[config.mk]
export PLATFORM = sky130hd
export DESIGN_NAME = ckid_regs
export DESIGN_NICKNAME = d
export VERILOG_FILES = /design/src/hdl/ckid_pkg.sv /design/src/hdl/ckid_sync.sv /design/src/hdl/ckid_conv_timer.sv /design/src/hdl/ckid_regs.sv
export VERILOG_INCLUDE_DIRS = /design/src /design/src/hdl
export SDC_FILE = /design/constraint.sdc
export NUM_CORES = 1
export LEC_CHECK = 0
export ABC_CLOCK_PERIOD_IN_PS = 2000
export BUFFER_PORTS_ARGS = -buffer_cell sky130_fd_sc_hd__buf_4
export CAP_MARGIN = 5
export CELL_PAD_IN_SITES_DETAIL_PLACEMENT = 0
export CELL_PAD_IN_SITES_GLOBAL_PLACEMENT = 1
export CORE_ASPECT_RATIO = 1.1
export CORE_MARGIN = 2
export CORE_UTILIZATION = 40
export DETAILED_ROUTE_END_ITERATION = 6
export PLACE_DENSITY_LB_ADDON = 0.08
export SYNTH_ARGS = -nofsm -noshare
export SYNTH_HDL_FRONTEND = slang
export SYNTH_SLANG_ARGS = --single-unit
[constraint.sdc]
create_clock -name clk_i -period 2 [get_ports clk_i]
set_input_delay 0.3 -clock clk_i [delete_from_list [all_inputs] [get_ports clk_i]]
set_output_delay 0.3 -clock clk_i [all_outputs]
set_load 0.02 [all_outputs]
[src/hdl/ckid_defines.svh]
// ckid_defines.svh - addresses, bit positions, reset values and timing of the
// carkit uart / id detect register block
// assumes inclusion by bare name from the package and the design modules
`ifndef CKID_DEFINES_SVH
`define CKID_DEFINES_SVH

// ----------------------------------------------------------------------------
// register addresses (read at any of base..base+2, write base, set +1, clear +2)
// ----------------------------------------------------------------------------
`define CKID_ADDR_W          6
`define CKID_ADDR_CTRL_WR    6'h19
`define CKID_ADDR_CTRL_SET   6'h1a
`define CKID_ADDR_CTRL_CLR   6'h1b
`define CKID_ADDR_IEN_WR     6'h1d
`define CKID_ADDR_IEN_SET    6'h1e
`define CKID_ADDR_IEN_CLR    6'h1f
`define CKID_ADDR_STATUS     6'h20
`define CKID_ADDR_LATCH      6'h21
`define CKID_ADDR_CONV_WR    6'h36
`define CKID_ADDR_CONV_SET   6'h37
`define CKID_ADDR_CONV_CLR   6'h38

// ----------------------------------------------------------------------------
// writable masks and reset values
// ----------------------------------------------------------------------------
`define CKID_CTRL_MASK       8'h0e
`define CKID_CTRL_RESET      8'h00
`define CKID_IEN_MASK        8'h23
`define CKID_IEN_RESET       8'h00
`define CKID_CONV_MASK       8'h57
`define CKID_CONV_RESET      8'h00
`define CKID_LATCH_RESET     8'h00
`define CKID_BYTE_ZERO       8'h00

// ----------------------------------------------------------------------------
// field positions
// ----------------------------------------------------------------------------
`define CKID_CTRL_ID_GND     1
`define CKID_CTRL_TX_EN      2
`define CKID_CTRL_RX_EN      3
`define CKID_IEN_OPEN_RISE   0
`define CKID_IEN_OPEN_FALL   1
`define CKID_IEN_CONV        5
`define CKID_STAT_OPEN       0
`define CKID_STAT_CODE_LO    3
`define CKID_STAT_DONE       6
`define CKID_LATCH_OPEN      0
`define CKID_LATCH_CONV      3
`define CKID_CONV_CODE_LO    0
`define CKID_CONV_DONE       3
`define CKID_CONV_START      4
`define CKID_CONV_IRQ_EN     6
`define CKID_CODE_W          3

// ----------------------------------------------------------------------------
// timing: conversion time in microseconds and clock rate in MHz
// ----------------------------------------------------------------------------
`define CKID_CONV_TIME_US    282
`define CKID_CLK_MHZ         250
`define CKID_CONV_CYCLES     (`CKID_CONV_TIME_US * `CKID_CLK_MHZ)

`endif

[src/hdl/ckid_pkg.sv]
// ckid_pkg - types shared by the carkit uart / id detect register block
// assumes ckid_defines.svh is on the include path
package ckid_pkg;
   `include "ckid_defines.svh"

   typedef logic [7:0] ckid_byte_type;
   typedef logic [`CKID_ADDR_W-1:0] ckid_addr_type;

   // resistor converter sequencer states
   typedef enum logic [0:0] {
      CKID_CONV_IDLE = 1'b0,
      CKID_CONV_BUSY = 1'b1
   } ckid_conv_state_type;
endpackage : ckid_pkg

[src/hdl/ckid_sync.sv]
// ckid_sync - two flip-flop synchroniser for a bundle of pin levels
// assumes each bit is an independent level from outside the clk_i domain
`timescale 1ns/1ps
module ckid_sync #(
   parameter int WIDTH = 1
) (
   input  wire logic             clk_i,
   input  wire logic             rst_i,
   input  wire logic [WIDTH-1:0] async_i,
   output logic      [WIDTH-1:0] sync_o
);
   import ckid_pkg::*;

   logic [WIDTH-1:0] meta_ff;
   logic [WIDTH-1:0] sync_ff;

   // first stage is read only by the second
   always_ff @(posedge clk_i) begin
      if (rst_i) begin
         meta_ff <= '0;
         sync_ff <= '0;
      end else begin
         meta_ff <= async_i;
         sync_ff <= meta_ff;
      end
   end

   assign sync_o = sync_ff;
endmodule : ckid_sync

[src/hdl/ckid_conv_timer.sv]
// ckid_conv_timer - times one id resistor conversion
// assumes start_i is a level held until finish_o; result sampled by the caller
`timescale 1ns/1ps
`include "ckid_defines.svh"
module ckid_conv_timer #(
   parameter int CYCLES = `CKID_CONV_CYCLES
) (
   input  wire logic clk_i,
   input  wire logic rst_i,
   input  wire logic start_i,
   output logic      busy_o,
   output logic      finish_o
);
   import ckid_pkg::*;

   localparam int CW = $clog2(CYCLES + 1);

   ckid_conv_state_type state_ff;
   ckid_conv_state_type nxt_state;
   logic [CW-1:0]       count_ff;
   logic [CW-1:0]       nxt_count;
   logic                finish_ff;
   logic                nxt_finish;

   // sequencer: idle until start, then count the conversion time
   always_comb begin
      nxt_state  = state_ff;
      nxt_count  = count_ff;
      nxt_finish = 1'b0;
      case (state_ff)
         CKID_CONV_IDLE: begin
            if (start_i) begin
               nxt_state = CKID_CONV_BUSY;
               nxt_count = CW'(CYCLES - 1);
            end
         end
         CKID_CONV_BUSY: begin
            if (count_ff == '0) begin
               nxt_state  = CKID_CONV_IDLE;
               nxt_finish = 1'b1;
            end else begin
               nxt_count = count_ff - 1'b1;
            end
         end
         default: begin
            nxt_state = CKID_CONV_IDLE;
         end
      endcase
   end

   // state registers
   always_ff @(posedge clk_i) begin
      if (rst_i) begin
         state_ff  <= CKID_CONV_IDLE;
         count_ff  <= '0;
         finish_ff <= 1'b0;
      end else begin
         state_ff  <= nxt_state;
         count_ff  <= nxt_count;
         finish_ff <= nxt_finish;
      end
   end

   assign busy_o   = (state_ff == CKID_CONV_BUSY) | finish_ff;
   assign finish_o = finish_ff;
endmodule : ckid_conv_timer

[src/hdl/ckid_regs.sv]
// ckid_regs - carkit uart routing and id detect register block of the phy
// assumes a decoded link register port on clk_i (one access per strobe),
// uart_mode_i from the interface control register on the same clock, and
// pin levels (id open, d+, link data 0, resistor code) asynchronous to clk_i
`timescale 1ns/1ps
`include "ckid_defines.svh"

// Function
// - data line 1 high when receive route off
// - route control read/write/set/clear at 19h-1Bh
// - control bit 1 grounds the id pin
// - control bit 2 routes data 0 to d-
// - control bit 3 routes d+ to data 1
// - irq enable read/write/set/clear at 1Dh-1Fh
// - enable bit 0: alt interrupt on id opening
// - enable bit 1: alt interrupt on id closing
// - unimplemented detect and d+ fields read zero
// - enable bit 5 or vendor enable: conversion interrupt
// - status at 20h, bit 0 id open
// - status bits 5:3 carry resistor code
// - status bit 6 set after 282us conversion
// - done clears only on vendor register read
// - latch register at 21h clears on read
// - latch bit 0 on enabled id edge
// - latch bit 3 on enabled done rise
// - start bit 4 begins conversion, self-clears
module ckid_regs #(
   parameter int CONV_CYCLES = `CKID_CONV_CYCLES
) (
   input  wire logic                    clk_i,
   input  wire logic                    rst_i,
   input  wire ckid_pkg::ckid_addr_type reg_addr_i,
   input  wire logic                    reg_wr_i,
   input  wire ckid_pkg::ckid_byte_type reg_wdata_i,
   input  wire logic                    reg_rd_i,
   output ckid_pkg::ckid_byte_type      reg_rdata_o,
   output logic                         reg_rvalid_o,
   output logic                         alt_int_o,
   input  wire logic                    uart_mode_i,
   input  wire logic                    link_data0_i,
   output logic                         link_data1_o,
   output logic                         link_data1_oe_o,
   input  wire logic                    dplus_i,
   output logic                         dminus_o,
   output logic                         dminus_oe_o,
   output logic                         id_pin_ground_drive_o,
   input  wire logic                    id_open_i,
   input  wire logic [2:0]              id_resistor_code_i
);
   import ckid_pkg::*;

   // -------------------------------------------------------------------------
   // pin synchronisers
   // -------------------------------------------------------------------------
   logic [5:0] pins_async;
   logic [5:0] pins_sync;
   logic       id_open_s;
   logic       dplus_s;
   logic       data0_s;
   logic [2:0] code_s;

   // every pin is named directly so any change re-evaluates the bundle
   assign pins_async = {id_resistor_code_i, link_data0_i, dplus_i, id_open_i};

   ckid_sync #(
      .WIDTH   (6)
   ) u_sync (
      .clk_i   (clk_i),
      .rst_i   (rst_i),
      .async_i (pins_async),
      .sync_o  (pins_sync)
   );

   assign id_open_s = pins_sync[0];
   assign dplus_s   = pins_sync[1];
   assign data0_s   = pins_sync[2];
   assign code_s    = pins_sync[5:3];

   // -------------------------------------------------------------------------
   // access decode
   // -------------------------------------------------------------------------
   logic ctrl_wr, ctrl_set, ctrl_clr;
   logic ien_wr, ien_set, ien_clr;
   logic conv_wr, conv_set, conv_clr;
   logic conv_rd, latch_rd;

   // write, set and clear strobes per register
   assign ctrl_wr  = reg_wr_i & (reg_addr_i == `CKID_ADDR_CTRL_WR);
   assign ctrl_set = reg_wr_i & (reg_addr_i == `CKID_ADDR_CTRL_SET);
   assign ctrl_clr = reg_wr_i & (reg_addr_i == `CKID_ADDR_CTRL_CLR);
   assign ien_wr   = reg_wr_i & (reg_addr_i == `CKID_ADDR_IEN_WR);
   assign ien_set  = reg_wr_i & (reg_addr_i == `CKID_ADDR_IEN_SET);
   assign ien_clr  = reg_wr_i & (reg_addr_i == `CKID_ADDR_IEN_CLR);
   assign conv_wr  = reg_wr_i & (reg_addr_i == `CKID_ADDR_CONV_WR);
   assign conv_set = reg_wr_i & (reg_addr_i == `CKID_ADDR_CONV_SET);
   assign conv_clr = reg_wr_i & (reg_addr_i == `CKID_ADDR_CONV_CLR);
   assign conv_rd  = reg_rd_i & (reg_addr_i >= `CKID_ADDR_CONV_WR)
                              & (reg_addr_i <= `CKID_ADDR_CONV_CLR);
   assign latch_rd = reg_rd_i & (reg_addr_i == `CKID_ADDR_LATCH);

   // write/set/clear update of a byte, limited to its writable bits
   function automatic ckid_byte_type wsc(input ckid_byte_type cur,
                                         input ckid_byte_type data,
                                         input ckid_byte_type mask,
                                         input logic wr, input logic set,
                                         input logic clr);
      ckid_byte_type res;
      res = cur;
      if (wr) begin
         res = data;
      end else if (set) begin
         res = cur | data;
      end else if (clr) begin
         res = cur & ~data;
      end
      wsc = (res & mask) | (cur & ~mask);
   endfunction : wsc

   // -------------------------------------------------------------------------
   // route control and interrupt enable registers
   // -------------------------------------------------------------------------
   ckid_byte_type ctrl_ff, nxt_ctrl;
   ckid_byte_type ien_ff, nxt_ien;

   // only bits 1..3 and 0,1,5 are storage; the rest stay zero
   always_comb begin
      nxt_ctrl = wsc(ctrl_ff, reg_wdata_i, `CKID_CTRL_MASK,
                     ctrl_wr, ctrl_set, ctrl_clr);
      nxt_ien  = wsc(ien_ff, reg_wdata_i, `CKID_IEN_MASK,
                     ien_wr, ien_set, ien_clr);
   end

   always_ff @(posedge clk_i) begin
      if (rst_i) begin
         ctrl_ff <= `CKID_CTRL_RESET;
         ien_ff  <= `CKID_IEN_RESET;
      end else begin
         ctrl_ff <= nxt_ctrl;
         ien_ff  <= nxt_ien;
      end
   end

   // -------------------------------------------------------------------------
   // resistor conversion register and sequencer
   // -------------------------------------------------------------------------
   ckid_byte_type conv_ff, nxt_conv;
   logic          conv_busy, conv_finish;
   logic          conv_irq_en;

   ckid_conv_timer #(
      .CYCLES   (CONV_CYCLES)
   ) u_conv (
      .clk_i    (clk_i),
      .rst_i    (rst_i),
      .start_i  (conv_ff[`CKID_CONV_START] & ~conv_busy),
      .busy_o   (conv_busy),
      .finish_o (conv_finish)
   );

   // software fields update, done and start follow the converter
   always_comb begin
      nxt_conv = wsc(conv_ff, reg_wdata_i, `CKID_CONV_MASK,
                     conv_wr, conv_set, conv_clr);
      nxt_conv[`CKID_CONV_DONE] = conv_ff[`CKID_CONV_DONE] & ~conv_rd;
      if (conv_finish) begin
         nxt_conv[`CKID_CONV_CODE_LO +: `CKID_CODE_W] = code_s;
         nxt_conv[`CKID_CONV_DONE]  = 1'b1;
         nxt_conv[`CKID_CONV_START] = 1'b0;
      end
   end

   always_ff @(posedge clk_i) begin
      if (rst_i) begin
         conv_ff <= `CKID_CONV_RESET;
      end else begin
         conv_ff <= nxt_conv;
      end
   end

   assign conv_irq_en = ien_ff[`CKID_IEN_CONV] | conv_ff[`CKID_CONV_IRQ_EN];

   // -------------------------------------------------------------------------
   // event detection, latch and alternate interrupt
   // -------------------------------------------------------------------------
   logic          id_open_prev_ff, done_prev_ff;
   logic          open_rise, open_fall, done_rise;
   logic          id_evt, conv_evt;
   ckid_byte_type latch_ff, nxt_latch;
   logic          alt_int_ff, nxt_alt_int;

   assign open_rise = id_open_s & ~id_open_prev_ff;
   assign open_fall = ~id_open_s & id_open_prev_ff;
   assign done_rise = conv_ff[`CKID_CONV_DONE] & ~done_prev_ff;
   assign id_evt    = (open_rise & ien_ff[`CKID_IEN_OPEN_RISE])
                    | (open_fall & ien_ff[`CKID_IEN_OPEN_FALL]);
   assign conv_evt  = done_rise & conv_irq_en;

   // latch clears on read, a same-cycle event is kept
   always_comb begin
      nxt_latch = latch_rd ? `CKID_LATCH_RESET : latch_ff;
      if (id_evt) begin
         nxt_latch[`CKID_LATCH_OPEN] = 1'b1;
      end
      if (conv_evt) begin
         nxt_latch[`CKID_LATCH_CONV] = 1'b1;
      end
      nxt_alt_int = id_evt | conv_evt;
   end

   always_ff @(posedge clk_i) begin
      if (rst_i) begin
         id_open_prev_ff <= 1'b0;
         done_prev_ff    <= 1'b0;
         latch_ff        <= `CKID_LATCH_RESET;
         alt_int_ff      <= 1'b0;
      end else begin
         id_open_prev_ff <= id_open_s;
         done_prev_ff    <= conv_ff[`CKID_CONV_DONE];
         latch_ff        <= nxt_latch;
         alt_int_ff      <= nxt_alt_int;
      end
   end

   assign alt_int_o = alt_int_ff;

   // -------------------------------------------------------------------------
   // read path
   // -------------------------------------------------------------------------
   ckid_byte_type status_val, rd_val;
   ckid_byte_type rdata_ff, nxt_rdata;
   logic          rvalid_ff, nxt_rvalid;

   // status view: id open, code and done; fields 1,2,7 zero
   always_comb begin
      status_val = `CKID_BYTE_ZERO;
      status_val[`CKID_STAT_OPEN] = id_open_s;
      status_val[`CKID_STAT_CODE_LO +: `CKID_CODE_W] =
         conv_ff[`CKID_CONV_CODE_LO +: `CKID_CODE_W];
      status_val[`CKID_STAT_DONE] = conv_ff[`CKID_CONV_DONE];
   end

   // read mux; unmapped addresses read zero
   always_comb begin
      case (reg_addr_i)
         `CKID_ADDR_CTRL_WR, `CKID_ADDR_CTRL_SET, `CKID_ADDR_CTRL_CLR: begin
            rd_val = ctrl_ff;
         end
         `CKID_ADDR_IEN_WR, `CKID_ADDR_IEN_SET, `CKID_ADDR_IEN_CLR: begin
            rd_val = ien_ff;
         end
         `CKID_ADDR_STATUS: begin
            rd_val = status_val;
         end
         `CKID_ADDR_LATCH: begin
            rd_val = latch_ff;
         end
         `CKID_ADDR_CONV_WR, `CKID_ADDR_CONV_SET, `CKID_ADDR_CONV_CLR: begin
            rd_val = conv_ff;
         end
         default: begin
            rd_val = `CKID_BYTE_ZERO;
         end
      endcase
      nxt_rdata  = reg_rd_i ? rd_val : rdata_ff;
      nxt_rvalid = reg_rd_i;
   end

   always_ff @(posedge clk_i) begin
      if (rst_i) begin
         rdata_ff  <= `CKID_BYTE_ZERO;
         rvalid_ff <= 1'b0;
      end else begin
         rdata_ff  <= nxt_rdata;
         rvalid_ff <= nxt_rvalid;
      end
   end

   assign reg_rdata_o  = rdata_ff;
   assign reg_rvalid_o = rvalid_ff;

   // -------------------------------------------------------------------------
   // uart routing and id ground drive
   // -------------------------------------------------------------------------
   logic data1_ff, nxt_data1, data1_oe_ff, nxt_data1_oe;
   logic dm_ff, nxt_dm, dm_oe_ff, nxt_dm_oe;
   logic id_gnd_ff, nxt_id_gnd;

   // route bits act once uart mode is selected; link sets them first
   always_comb begin
      nxt_data1    = ctrl_ff[`CKID_CTRL_RX_EN] ? dplus_s : 1'b1;
      nxt_data1_oe = uart_mode_i;
      nxt_dm       = data0_s;
      nxt_dm_oe    = uart_mode_i & ctrl_ff[`CKID_CTRL_TX_EN];
      nxt_id_gnd   = ctrl_ff[`CKID_CTRL_ID_GND];
   end

   always_ff @(posedge clk_i) begin
      if (rst_i) begin
         data1_ff    <= 1'b1;
         data1_oe_ff <= 1'b0;
         dm_ff       <= 1'b0;
         dm_oe_ff    <= 1'b0;
         id_gnd_ff   <= 1'b0;
      end else begin
         data1_ff    <= nxt_data1;
         data1_oe_ff <= nxt_data1_oe;
         dm_ff       <= nxt_dm;
         dm_oe_ff    <= nxt_dm_oe;
         id_gnd_ff   <= nxt_id_gnd;
      end
   end

   assign link_data1_o          = data1_ff;
   assign link_data1_oe_o       = data1_oe_ff;
   assign dminus_o              = dm_ff;
   assign dminus_oe_o           = dm_oe_ff;
   assign id_pin_ground_drive_o = id_gnd_ff;
endmodule : ckid_regs

==> results of run 1 <==
[state kept, by name, indices dropped and copies added (netlist names)]
| name | cells |
|---|---|
| u_sync.meta_ff | 6 |
| u_conv.count_ff | 17 |
| u_conv.state_ff | 1 |
| link_data1_o | 1 |
| ien_ff | 3 |
| conv_ff | 6 |
| u_conv.finish_o | 1 |
| reg_rdata_o | 7 |
| reg_rvalid_o | 1 |
| alt_int_o | 1 |
| id_pin_ground_drive_o | 1 |
| u_sync.sync_o | 6 |
| ctrl_ff | 3 |
| id_open_prev_ff | 1 |
| dminus_oe_o | 1 |
| dminus_o | 1 |
| latch_ff | 2 |
| link_data1_oe_o | 1 |
| done_prev_ff | 1 |
[stage by stage]
stage	setup slack, ns	hold slack [ns]	util, %	std cells	total power [mW]
2_1_floorplan	0.205	0.370	-	322	1.40
3_3_place_gp	0.0903	0.396	47.7	449	1.49
3_5_place_dp	0.0366	0.410	47.7	449	1.49
4_1_cts	0.0754	0.151	50.9	465	2.74
5_1_grt	0.0124	0.157	51.2	466	2.82
6_report	0.120	0.159	51.2	466	2.72
[power groups by stage]
stage | Sequential (mW) | Clock, mW | Combinational [mW]
final | 1.24 | 1.25 | 0.220
after global routing | 1.25 | 1.33 | 0.242
after CTS | 1.24 | 1.28 | 0.218
after detailed placement | 1.27 | 0 | 0.217
after global placement | 1.27 | 0 | 0.215
after floorplan | 1.28 | 0 | 0.122
[Yosys cell counts (3+ instances only)]
library cell	instances	area share [%]
a2111oi_0	7	2.1
or3_1	8	1.7
mux2i_1	8	2.8
nor3_1	14	2.4
dfxtp_1	61	42
clkbuf_1	10	1.3
and3_1	4	0.87
buf_6	3	1.2
nor4_1	6	1.3
nand3_1	6	1.0
a21oi_1	12	2.1
nand2_1	26	3.4
inv_1	16	2.1
o21ai_0	10	1.7
nor2b_1	21	4.6
a31oi_1	11	2.4
nor2_1	23	3.0
a311oi_1	3	0.91
o31ai_1	3	0.78
a221oi_1	5	1.5
or4b_1	3	1.0
nor4_2	3	1.3
xnor2_1	3	0.91
nand3b_1	3	0.78
[worst max-delay path by stage]
| stage | from | end | slack, ns | depth (start not counted) |
|---|---|---|---|---|
| 2_1_floorplan | u_conv.count_ff[0]$_SDFFE_PP0P_ | u_conv.count_ff[9]$_SDFFE_PP0P_ | 0.20 | 7 |
| 3_3_place_gp | reg_addr_i[0] | conv_ff[0]$_SDFFE_PP0P_ | 0.09 | 5 |
| 3_5_place_dp | reg_addr_i[0] | conv_ff[1]$_SDFFE_PP0P_ | 0.04 | 5 |
| 4_1_cts | u_conv.count_ff[1]$_SDFFE_PP0P_ | u_conv.count_ff[5]$_SDFFE_PP0P_ | 0.08 | 6 |
| 5_1_grt | u_conv.count_ff[0]$_SDFFE_PP0P_ | u_conv.count_ff[5]$_SDFFE_PP0P_ | 0.01 | 6 |
| 6_report | u_conv.count_ff[1]$_SDFFE_PP0P_ | u_conv.count_ff[5]$_SDFFE_PP0P_ | 0.12 | 6 |
[cell families (layout without fill, tap and decap cells)]
kind of cell | Yosys count | after routing | synth area share [%]
simple gates | 141 | 141 | 29.6
buf+inv | 33 | 92 | 5.29
fa+ha+maj | 2 | 2 | 0.867
mux | 9 | 9 | 3.17
xor+xnor | 3 | 3 | 0.911
other cells | 1 | 1 | 0.130
flops | 61 | 61 | 42.3
compound gates | 72 | 72 | 17.7
[area by class of cell]
type	instances	area (um^2)	area share [%]
multi-input cells	228	1530	42.5
flip-flops and latches	61	1220	34.1
repair buffers	60	450	12.6
clock buffers	9	124	3.46
well taps	85	106	2.97
clock inverters	7	97.6	2.72
inverters	16	60.1	1.68
[repair_timing]
action,in CTS,in global routing
hold buffers,0,0
setup endpoints to repair,0,2
resized for setup,0,3
buffers inserted,0,1
[worst register-to-register path, delay by kind of cell, from the launching register on]
family                     cells  cell delay [ns]
buffers and inverters          1             0.07
adders and majority gates      1             0.19
AOI/OAI and AO/OA              2             0.39
and+or+nand+nor                2             0.81
DFF                            1             0.32
[routing by layer]
metal | global-route usage (%) | vias up
li1 | - | 1298
met4 | 7.94 | 0
met1 | 23.3 | 1261
met2 | 34.2 | 54
met5 | 0 | -
met3 | 3.53 | 12
==> run metrics, run 1 <==
M1 WL=3180 um; clk_skew=0.00505 ns; hold wc startpoint=id_resistor_code_i[1]; CTS max path bufs=2; post-route minimum period=1.88 ns; # IOs=40; post-synth cell types=62; I/O Buffers=37; worst min-delay path class=in -> reg; Sw Share=24.9%; ANT cells=0; worst hold stages=2; CP Capture Type=register; Post-Layout Inst Area=3580 um^2; kind of critical path=reg -> reg; FMAX=532 MHz; RD Place Congestion=0.786; ys flop type=dfxtp_1; CP cell instances=inv_1 -> ha_1 -> or4b_4 -> nor4_4 -> a21oi_1 -> a221oi_1; DR WL met3=262 um; filler instances=just over 700; DRC viols=0; post-route setup TNS=0 ns; reg2reg start=u_conv.count_ff[1]$_SDFFE_PP0P_; Power Density=758 nW/um^2; Post-DP HPWL=~5200 um; share of post-route cells with drive strength above 1=23.9%; final hold viol count=0; post-route ant nets=0; Internal=2.04 mW; first-pass GRT wire length=12100 um; full die area=~7900 um^2; total of max-cap violations=0; layout overhead on the synthesized area=24.2%; Initial Util=41.2%; routed wl met2=3800 um; GRT overflow=0; Clk Latency, worst-skew pair=0.35 ns; Crit Reg-Reg Endpoint=u_conv.count_ff[5]$_SDFFE_PP0P_; RSZ-0062 raised after global routing=false; worst hold endpoint=u_sync.meta_ff[4]$_SDFF_PP0_; initial antenna violation count=0; most common cell after layout, fill and taps aside=dfxtp_1; clock network fraction of design power=a little under half; Worst Path Buf+Inv=1; drt wl/cell=15.8 um; clk slew on worst S/H paths=roughly 0.07 ns; H-tree level count=3; drt pass-1 iters=4; WP data required=2.26 ns; startpoint types=register; synth warn=0; die width=roughly 85 um; synthesized area=between 2000 and 3000 um^2; DP Area=3340 um^2; largest net degree at the start of global routing=39; Async SR Flop Fraction=0%; Total GRT Usage=19.5%; TritonCTS Buffers=9; syn avg cell area=between 8 and 9 um^2; Final setup violation count=0; Vias/cell=5.63; vias=2625; Worst Path Arrival=2.14 ns; syn_nets=349; Root Driver=clkbuf_8; Post-Syn Instances=~320; Worst R2R Path Depth=6; switching power=0.676 mW; Floorplan Core Area=7010 um^2; slowest CP cell=or4b_4; Leak=about 1.4 nW; status=finished, final reports clean; fin crit share=94.0%; commonest cells after routing, fill and taps aside=dfxtp_1, buf_4, nand2_1; CTS tree=done; final wirelength=7360 um; violation count after the first detailed-route iteration=about 150; CTS Sinks=61; Die H=93.1 um; Crit Path Max Fanout=3; delay of the slowest critical-path stage=0.51 ns; Seq cells post-synth=61; Post-synth EDFFs=0; Slew Limit Fails=0; FF-to-FF setup slack=approximately 0.12 ns; combinational fraction of design power=8.1%; Top Metal Used=met4; CP top delay family=simple AND/OR/NAND/NOR gates; vias in the first global route=2437; sequential share of the synthesized area=42.3%; row cnt=32; peak supply drop=0.000439 V; Flop pwr share=45.8%; Nets=403
(Power assumes the default switching activity.)
==> run 2, diff against run 1 <==
SYNTH_HIERARCHICAL = 1   (was default)
==> run metrics, run 2 <==
post-synth cell types=64 (+3.2%); Seq cells post-synth=61 (unchanged); Die H=93.0 um (about the same); commonest cells after routing, fill and taps aside=dfxtp_1, buf_4, a21oi_1; max reg flops=17 (unchanged); ANT cells=0 (unchanged); share of post-route cells with drive strength above 1=24.5% (+0.63 points); Worst slew margin=a little over 60%; worst min-delay path class=in -> reg; synthesized area=2880 um^2 (-0.13%); FMAX=542 MHz (+1.9%); main combinational cell family by area after synthesis=simple AND/OR/NAND/NOR gates; Post-DP HPWL=4970 um (-4.7%); CTS Hold Bufs=0 (unchanged); syn_nets=340 (-2.6%); combinational fraction of design power=7.7% (-0.4 points); sequential share of the synthesized area=42.4% (+0.055 points); GRT overflow=0 (unchanged); xor/xnor cell area share of the yosys netlist=2.74% (+1.8 points); Worst R2R Path Depth=6 (unchanged); Power Density=790 nW/um^2 (+4.3%); layout overhead on the synthesized area=22.6%; full die area=7900 um^2 (-0.12%); kind of critical path=reg -> reg; final hold viol count=0 (unchanged); initial antenna violation count=0 (unchanged); row cnt=32 (unchanged); # placed instances=432 (-3.8%); hold wc startpoint=id_resistor_code_i[1]; synth warn=6 (+6); Leak=1.37 nW (-2.6%); CTS Sinks=61 (unchanged); Clk Latency, worst-skew pair=0.33 ns (-0.02 ns); Vias/cell=5.50 (-2.4%); post-synth top area share=42.4% (+0.055 points); Sw Share=22.6% (-2.3 points); Async SR Flop Fraction=0% (unchanged); Post-synth EDFFs=0 (unchanged); top post-synthesis cells by area=dfxtp_1, a31oi_1, a21oi_1, nor2b_2, nand2b_1; Slew Limit Fails=0 (unchanged); RD Place Congestion=0.797 (+1.4%); Setup WS pre-CTS=0.228 ns (+0.191 ns); filler instances=701 (-0.85%); Reg with most FFs=u_conv/count_ff; Total GRT Usage=18.4% (-1.0 points); most frequent cell after synthesis=dfxtp_1; largest net degree at the start of global routing=27 (-31%); I/O Buffers=37 (unchanged); Nets=384 (-4.7%); fin crit share=92.2% (-1.7 points); drt pass-1 iters=5 (+1); ys flop type=dfxtp_1; post-route ant nets=0 (unchanged); vias in the first global route=2420 (-0.70%); Tot Pwr=2.79 mW (+2.8%); Root Driver=clkbuf_8; violation count after the first detailed-route iteration=136 (-11%); reg2reg start=u_conv/count_ff[12]$_SDFFE_PP0P_; clk slew on worst S/H paths=0.07 ns (about the same); Floorplan Core Area=7010 um^2 (unchanged); final wirelength=6880 um (-6.5%); RSZ-0062 raised after global routing=false; Synth Area in Compound Gates=21.4% (+3.6 points); Flop pwr share=44.6% (-1.2 points); post-route setup TNS=0 ns (unchanged); status=finished, final reports clean; peak supply drop=0.000450 V (+2.5%); CTS max path bufs=2 (unchanged); adder-cell area share of the yosys netlist=0.434% (-0.43 points); WP data required=2.25 ns (about the same); clock network fraction of design power=47.7% (+1.6 points); drt wl/cell=15.4 um (-2.7%); fin cells=448 (-3.9%); FF-to-FF setup slack=0.16 ns (+0.03 ns); Worst-Margin Slew=0.585 ns; clk_skew=0.00719 ns (+0.00214 ns); switching power=0.631 mW (-6.7%); die width=84.9 um (about the same); Post-Syn Instances=314 (-2.5%); post-route minimum period=1.84 ns (-0.0347 ns); vias=2463 (-6.2%); Internal=2.16 mW (+5.9%); H-tree level count=3 (unchanged); Worst Setup Slack, final=0.155 ns (+0.0347 ns); postcts setup bufs=0 (unchanged); DRC viols=0 (unchanged); total of max-cap violations=0 (unchanged); Core Util, Final=50.4% (-0.73 points); syn avg cell area=9.18 um^2 (+2.4%); Initial Util=41.1% (-0.054 points); Crit Reg-Reg Endpoint=u_conv/count_ff[1]$_SDFFE_PP0P_; worst hold endpoint=u_sync/meta_ff[4]$_SDFF_PP0_; # IOs=40 (unchanged); most common cell after layout, fill and taps aside=dfxtp_1; Worst Path Arrival=2.10 ns (-0.04 ns); post-CTS sizing=0 (unchanged); Synth Area in Simple Gates=27.8% (-1.7 points); Final setup violation count=0 (unchanged); TritonCTS Buffers=9 (unchanged); most area-hungry cell type in the Yosys netlist=dfxtp_1; mux share of post-synthesis cell area=0.738% (-2.4 points); startpoint types=register; first-pass GRT wire length=11400 um (-5.8%); worst hold stages=2 (unchanged); commonest cells in the netlist=dfxtp_1, a21oi_1, a31oi_1, nand2_1, nor2_1; Crit Path Max Fanout=13 (+10); CTS tree=done; CP Capture Type=register
==> run 2: changes by cell type after synthesis, moves of 6 or more <==
cell / previous run / this run
nor2b_2: 0 / 8
nor2b_1: 21 / 9
a21oi_1: 12 / 18
a2111oi_0: 7 / 0
or3_1: 8 / 2
o22ai_1: 2 / 8
nand2_1: 26 / 15
o21ai_0: 10 / 3
mux2i_1: 8 / 1
nor3_1: 14 / 7
xor2_1: 0 / 6
nor2_1: 23 / 15
nand2b_1: 2 / 10
==> run 2: power groups by stage <==
stage,clock network [mW],logic (mW),registers [mW]
after floorplan,0,0.121,1.28
after global placement,0,0.215,1.27
after detailed placement,0,0.215,1.27
after CTS,1.36,0.215,1.25
after global routing,1.42,0.235,1.25
final,1.33,0.215,1.25
==> run 2: worst max path at each step <==
| stage | from | endpoint | slack (ns) | cells past startpoint |
|---|---|---|---|---|
| global route | u_conv/count_ff[12]$_SDFFE_PP0P_ | u_conv/count_ff[0]$_SDFFE_PP0P_ | 0.06 | 6 |
| detailed placement | u_conv/count_ff[5]$_SDFFE_PP0P_ | u_conv/count_ff[13]$_SDFFE_PP0P_ | 0.23 | 5 |
| CTS | u_conv/count_ff[12]$_SDFFE_PP0P_ | u_conv/count_ff[1]$_SDFFE_PP0P_ | 0.16 | 6 |
| global placement | u_conv/count_ff[12]$_SDFFE_PP0P_ | u_conv/count_ff[1]$_SDFFE_PP0P_ | 0.25 | 6 |
| finish | u_conv/count_ff[12]$_SDFFE_PP0P_ | u_conv/count_ff[1]$_SDFFE_PP0P_ | 0.16 | 6 |
| floorplan | u_conv/state_ff$_SDFF_PP0_ | u_conv/count_ff[13]$_SDFFE_PP0P_ | 0.29 | 5 |
==> run 2: per-stage QoR <==
step / cell area (um^2) / hold WS (ns)
floorplan: 2880 / 0.370
global placement: 3290 / 0.397
detailed placement: 3290 / 0.397
CTS: 3530 / 0.156
global route: 3530 / 0.158
finish: 3530 / 0.175
==> run 2: cell families (layout without fill, tap and decap cells) <==
family	Yosys count	count (layout)
simple gates	123	123
compound gates	88	88
flops	61	61
buf+inv	29	78
xor+xnor	9	9
mux	2	2
fa+ha+maj	1	1
other cells	1	1
==> run 2: layer usage <==
| layer | vias up | track usage, % | part of all wire, % |
|---|---|---|---|
| met5 | - | 0 | 0 |
| met4 | 0 | 10.2 | 3.6 |
| met3 | 13 | 4.15 | 3.5 |
| met2 | 43 | 30.7 | 49 |
| met1 | 1165 | 22.0 | 44 |
| li1 | 1242 | - | - |
==> run 2: layout make-up <==
type	instances	area, um^2	share of cell area, %
tap	85	106	3.01
inverter	12	45.0	1.27
timing repair buffer	50	388	11.0
clock buffer	10	128	3.61
sequential	61	1220	34.6
clock inverter	6	111	3.15
multi-input combinational	224	1530	43.4
==> run 2: worst max-delay path, stage by stage, from the launching register on <==
cell and delay [ns]:
dfxtp_1 0.35, nor4_1 0.43, nand2_1 0.12, buf_4 0.21
or2_1 0.28, a31o_2 0.26, a31oi_1 0.12
==> run 3, diff against run 2 <==
ABC_CLOCK_PERIOD_IN_PS = 1930   (was 2000)
SLEW_MARGIN = 20   (was default)
clock period = 1.93 ns   (was 2 ns; I/O delays follow)
==> run metrics, run 3 (synthesized netlist as in run 2, its figures left out) <==
vias in the first global route=2328 (-3.8%); full die area=7900 um^2 (unchanged); register area=1220 um^2 (unchanged); Post-Layout Inst Area=3520 um^2 (-0.25%); Power Density=769 nW/um^2 (-2.6%); Post-DP HPWL=4980 um (+0.39%); status=finished, final reports clean; drt pass-1 iters=4 (-1); Worst slew margin=60.8% (-0.23 points); peak supply drop=0.000372 V (-17%); DP Area=3290 um^2 (unchanged); Worst Path Buf+Inv=0 (-1); DRC viols=0 (unchanged); post-route minimum period=1.81 ns (-0.0311 ns); Hold WS=0.169 ns (-0.00631 ns); Reg with most FFs=u_conv/count_ff; filler instances=676 (-3.6%); Die H=93.0 um (unchanged); CTS Sinks=61 (unchanged); delay of the slowest critical-path stage=0.55 ns (+0.12 ns); CP cell instances=or4b_4 -> nor2_8 -> o211ai_4 -> or4_1 -> a21oi_1; layout overhead on the synthesized area=22.3%; commonest cells after routing, fill and taps aside=dfxtp_1, buf_4, a21oi_1; Core Util, Final=50.3% (-0.12 points); Nets=384 (unchanged); first-pass GRT wire length=11400 um (+0.36%); Root Driver=clkbuf_8; Worst Path Arrival=2.08 ns (-0.02 ns); fin crit share=94.0% (+1.7 points); final wirelength=6820 um (-0.94%); Worst Setup Slack, final=0.116 ns (-0.0389 ns); drt wl/cell=15.3 um (-0.72%); CTS Hold Bufs=0 (unchanged); Total GRT Usage=18.5% (+0.070 points); ANT cells=0 (unchanged); I/O Buffers=37 (unchanged); Floorplan Core Area=7010 um^2 (unchanged); # IOs=40 (unchanged); clk_skew=0.00453 ns (-0.00266 ns); Tot Pwr=2.71 mW (-2.9%); Worst-Margin Slew=0.588 ns (+0.00338 ns); Final setup violation count=0 (unchanged); post-route setup TNS=0 ns (unchanged); fin cells=447 (-0.22%); final hold viol count=0 (unchanged); share of post-route cells with drive strength above 1=25.1% (+0.62 points); WP data required=2.20 ns (-0.05 ns); # placed instances=432 (unchanged); post-route ant nets=0 (unchanged); max reg flops=17 (unchanged); clk slew on worst S/H paths=0.07 ns (about the same); total of max-cap violations=0 (unchanged); Crit Path Max Fanout=6 (-7); vias=2455 (-0.32%); most common cell after layout, fill and taps aside=dfxtp_1; RSZ-0062 raised after global routing=false; startpoint types=register; largest net degree at the start of global routing=22 (-19%); TritonCTS Buffers=9 (unchanged); Clk Latency, worst-skew pair=0.33 ns (about the same); Initial Util=41.1% (unchanged); CP Capture Type=register; Vias/cell=5.49 (-0.10%); CTS tree=done; CTS max path bufs=2 (unchanged); Multi-input gate area=1560 um^2 (+1.4%); H-tree level count=3 (unchanged); Setup WS pre-CTS=0.143 ns (-0.0845 ns); Leak=1.37 nW (about the same); slowest CP cell=or4b_4; row cnt=32 (unchanged); CP top delay family=simple AND/OR/NAND/NOR gates; Slew Limit Fails=0 (unchanged); GRT overflow=0 (unchanged); die width=84.9 um (unchanged); RD Place Congestion=0.806 (+1.1%); FMAX=551 MHz (+1.7%); worst min-delay path class=in -> reg; violation count after the first detailed-route iteration=129 (-5.1%); kind of critical path=reg -> reg; initial antenna violation count=0 (unchanged)
==> run 3: where the power goes <==
part           switching (mW)  internal [mW]
Combinational           0.122          0.101
Sequential             0.0103           1.28
Clock                   0.502          0.695
==> run 3: worst paths after layout <==
kind / depth (start not counted) / start / slack [ns] / endpoint
hold reg to reg: 2 / u_sync/sync_o[1]$_SDFF_PP0_ / 0.41 / link_data1_o$_SDFF_PP1_
hold / removal: 2 / dplus_i / 0.17 / u_sync/meta_ff[1]$_SDFF_PP0_
setup reg to reg: 5 / u_conv/count_ff[2]$_SDFFE_PP0P_ / 0.12 / u_conv/count_ff[13]$_SDFFE_PP0P_
setup / recovery: 5 / u_conv/count_ff[2]$_SDFFE_PP0P_ / 0.12 / u_conv/count_ff[13]$_SDFFE_PP0P_
==> run 3: final cells by class <==
class | count | area share [%]
multi-input cells | 224 | 44.1
inverters | 12 | 1.28
clock inverters | 3 | 1.24
repair buffers | 50 | 11.0
well taps | 85 | 3.02
flip-flops and latches | 61 | 34.6
clock buffers | 12 | 4.69
==> run 3: metal layers <==
metal	GRT usage (%)	up-vias	part of all wire, %
li1	-	1244	-
met1	22.9	1139	44
met2	30.5	55	50
met3	3.27	17	3.3
met4	10.2	0	3.5
met5	0	-	0
==> run 3: timing repair <==
item                       CTS  global route
setup endpoints to repair    0             3
setup buffers                0             0
gates resized for setup      0             3
==> run 3: worst reg2reg max path, cell delays in order (launching register included) <==
cell and delay [ns]:
dfxtp_1 0.37, or4b_4 0.55, nor2_8 0.16, o211ai_4 0.09, or4_1 0.41, a21oi_1 0.15
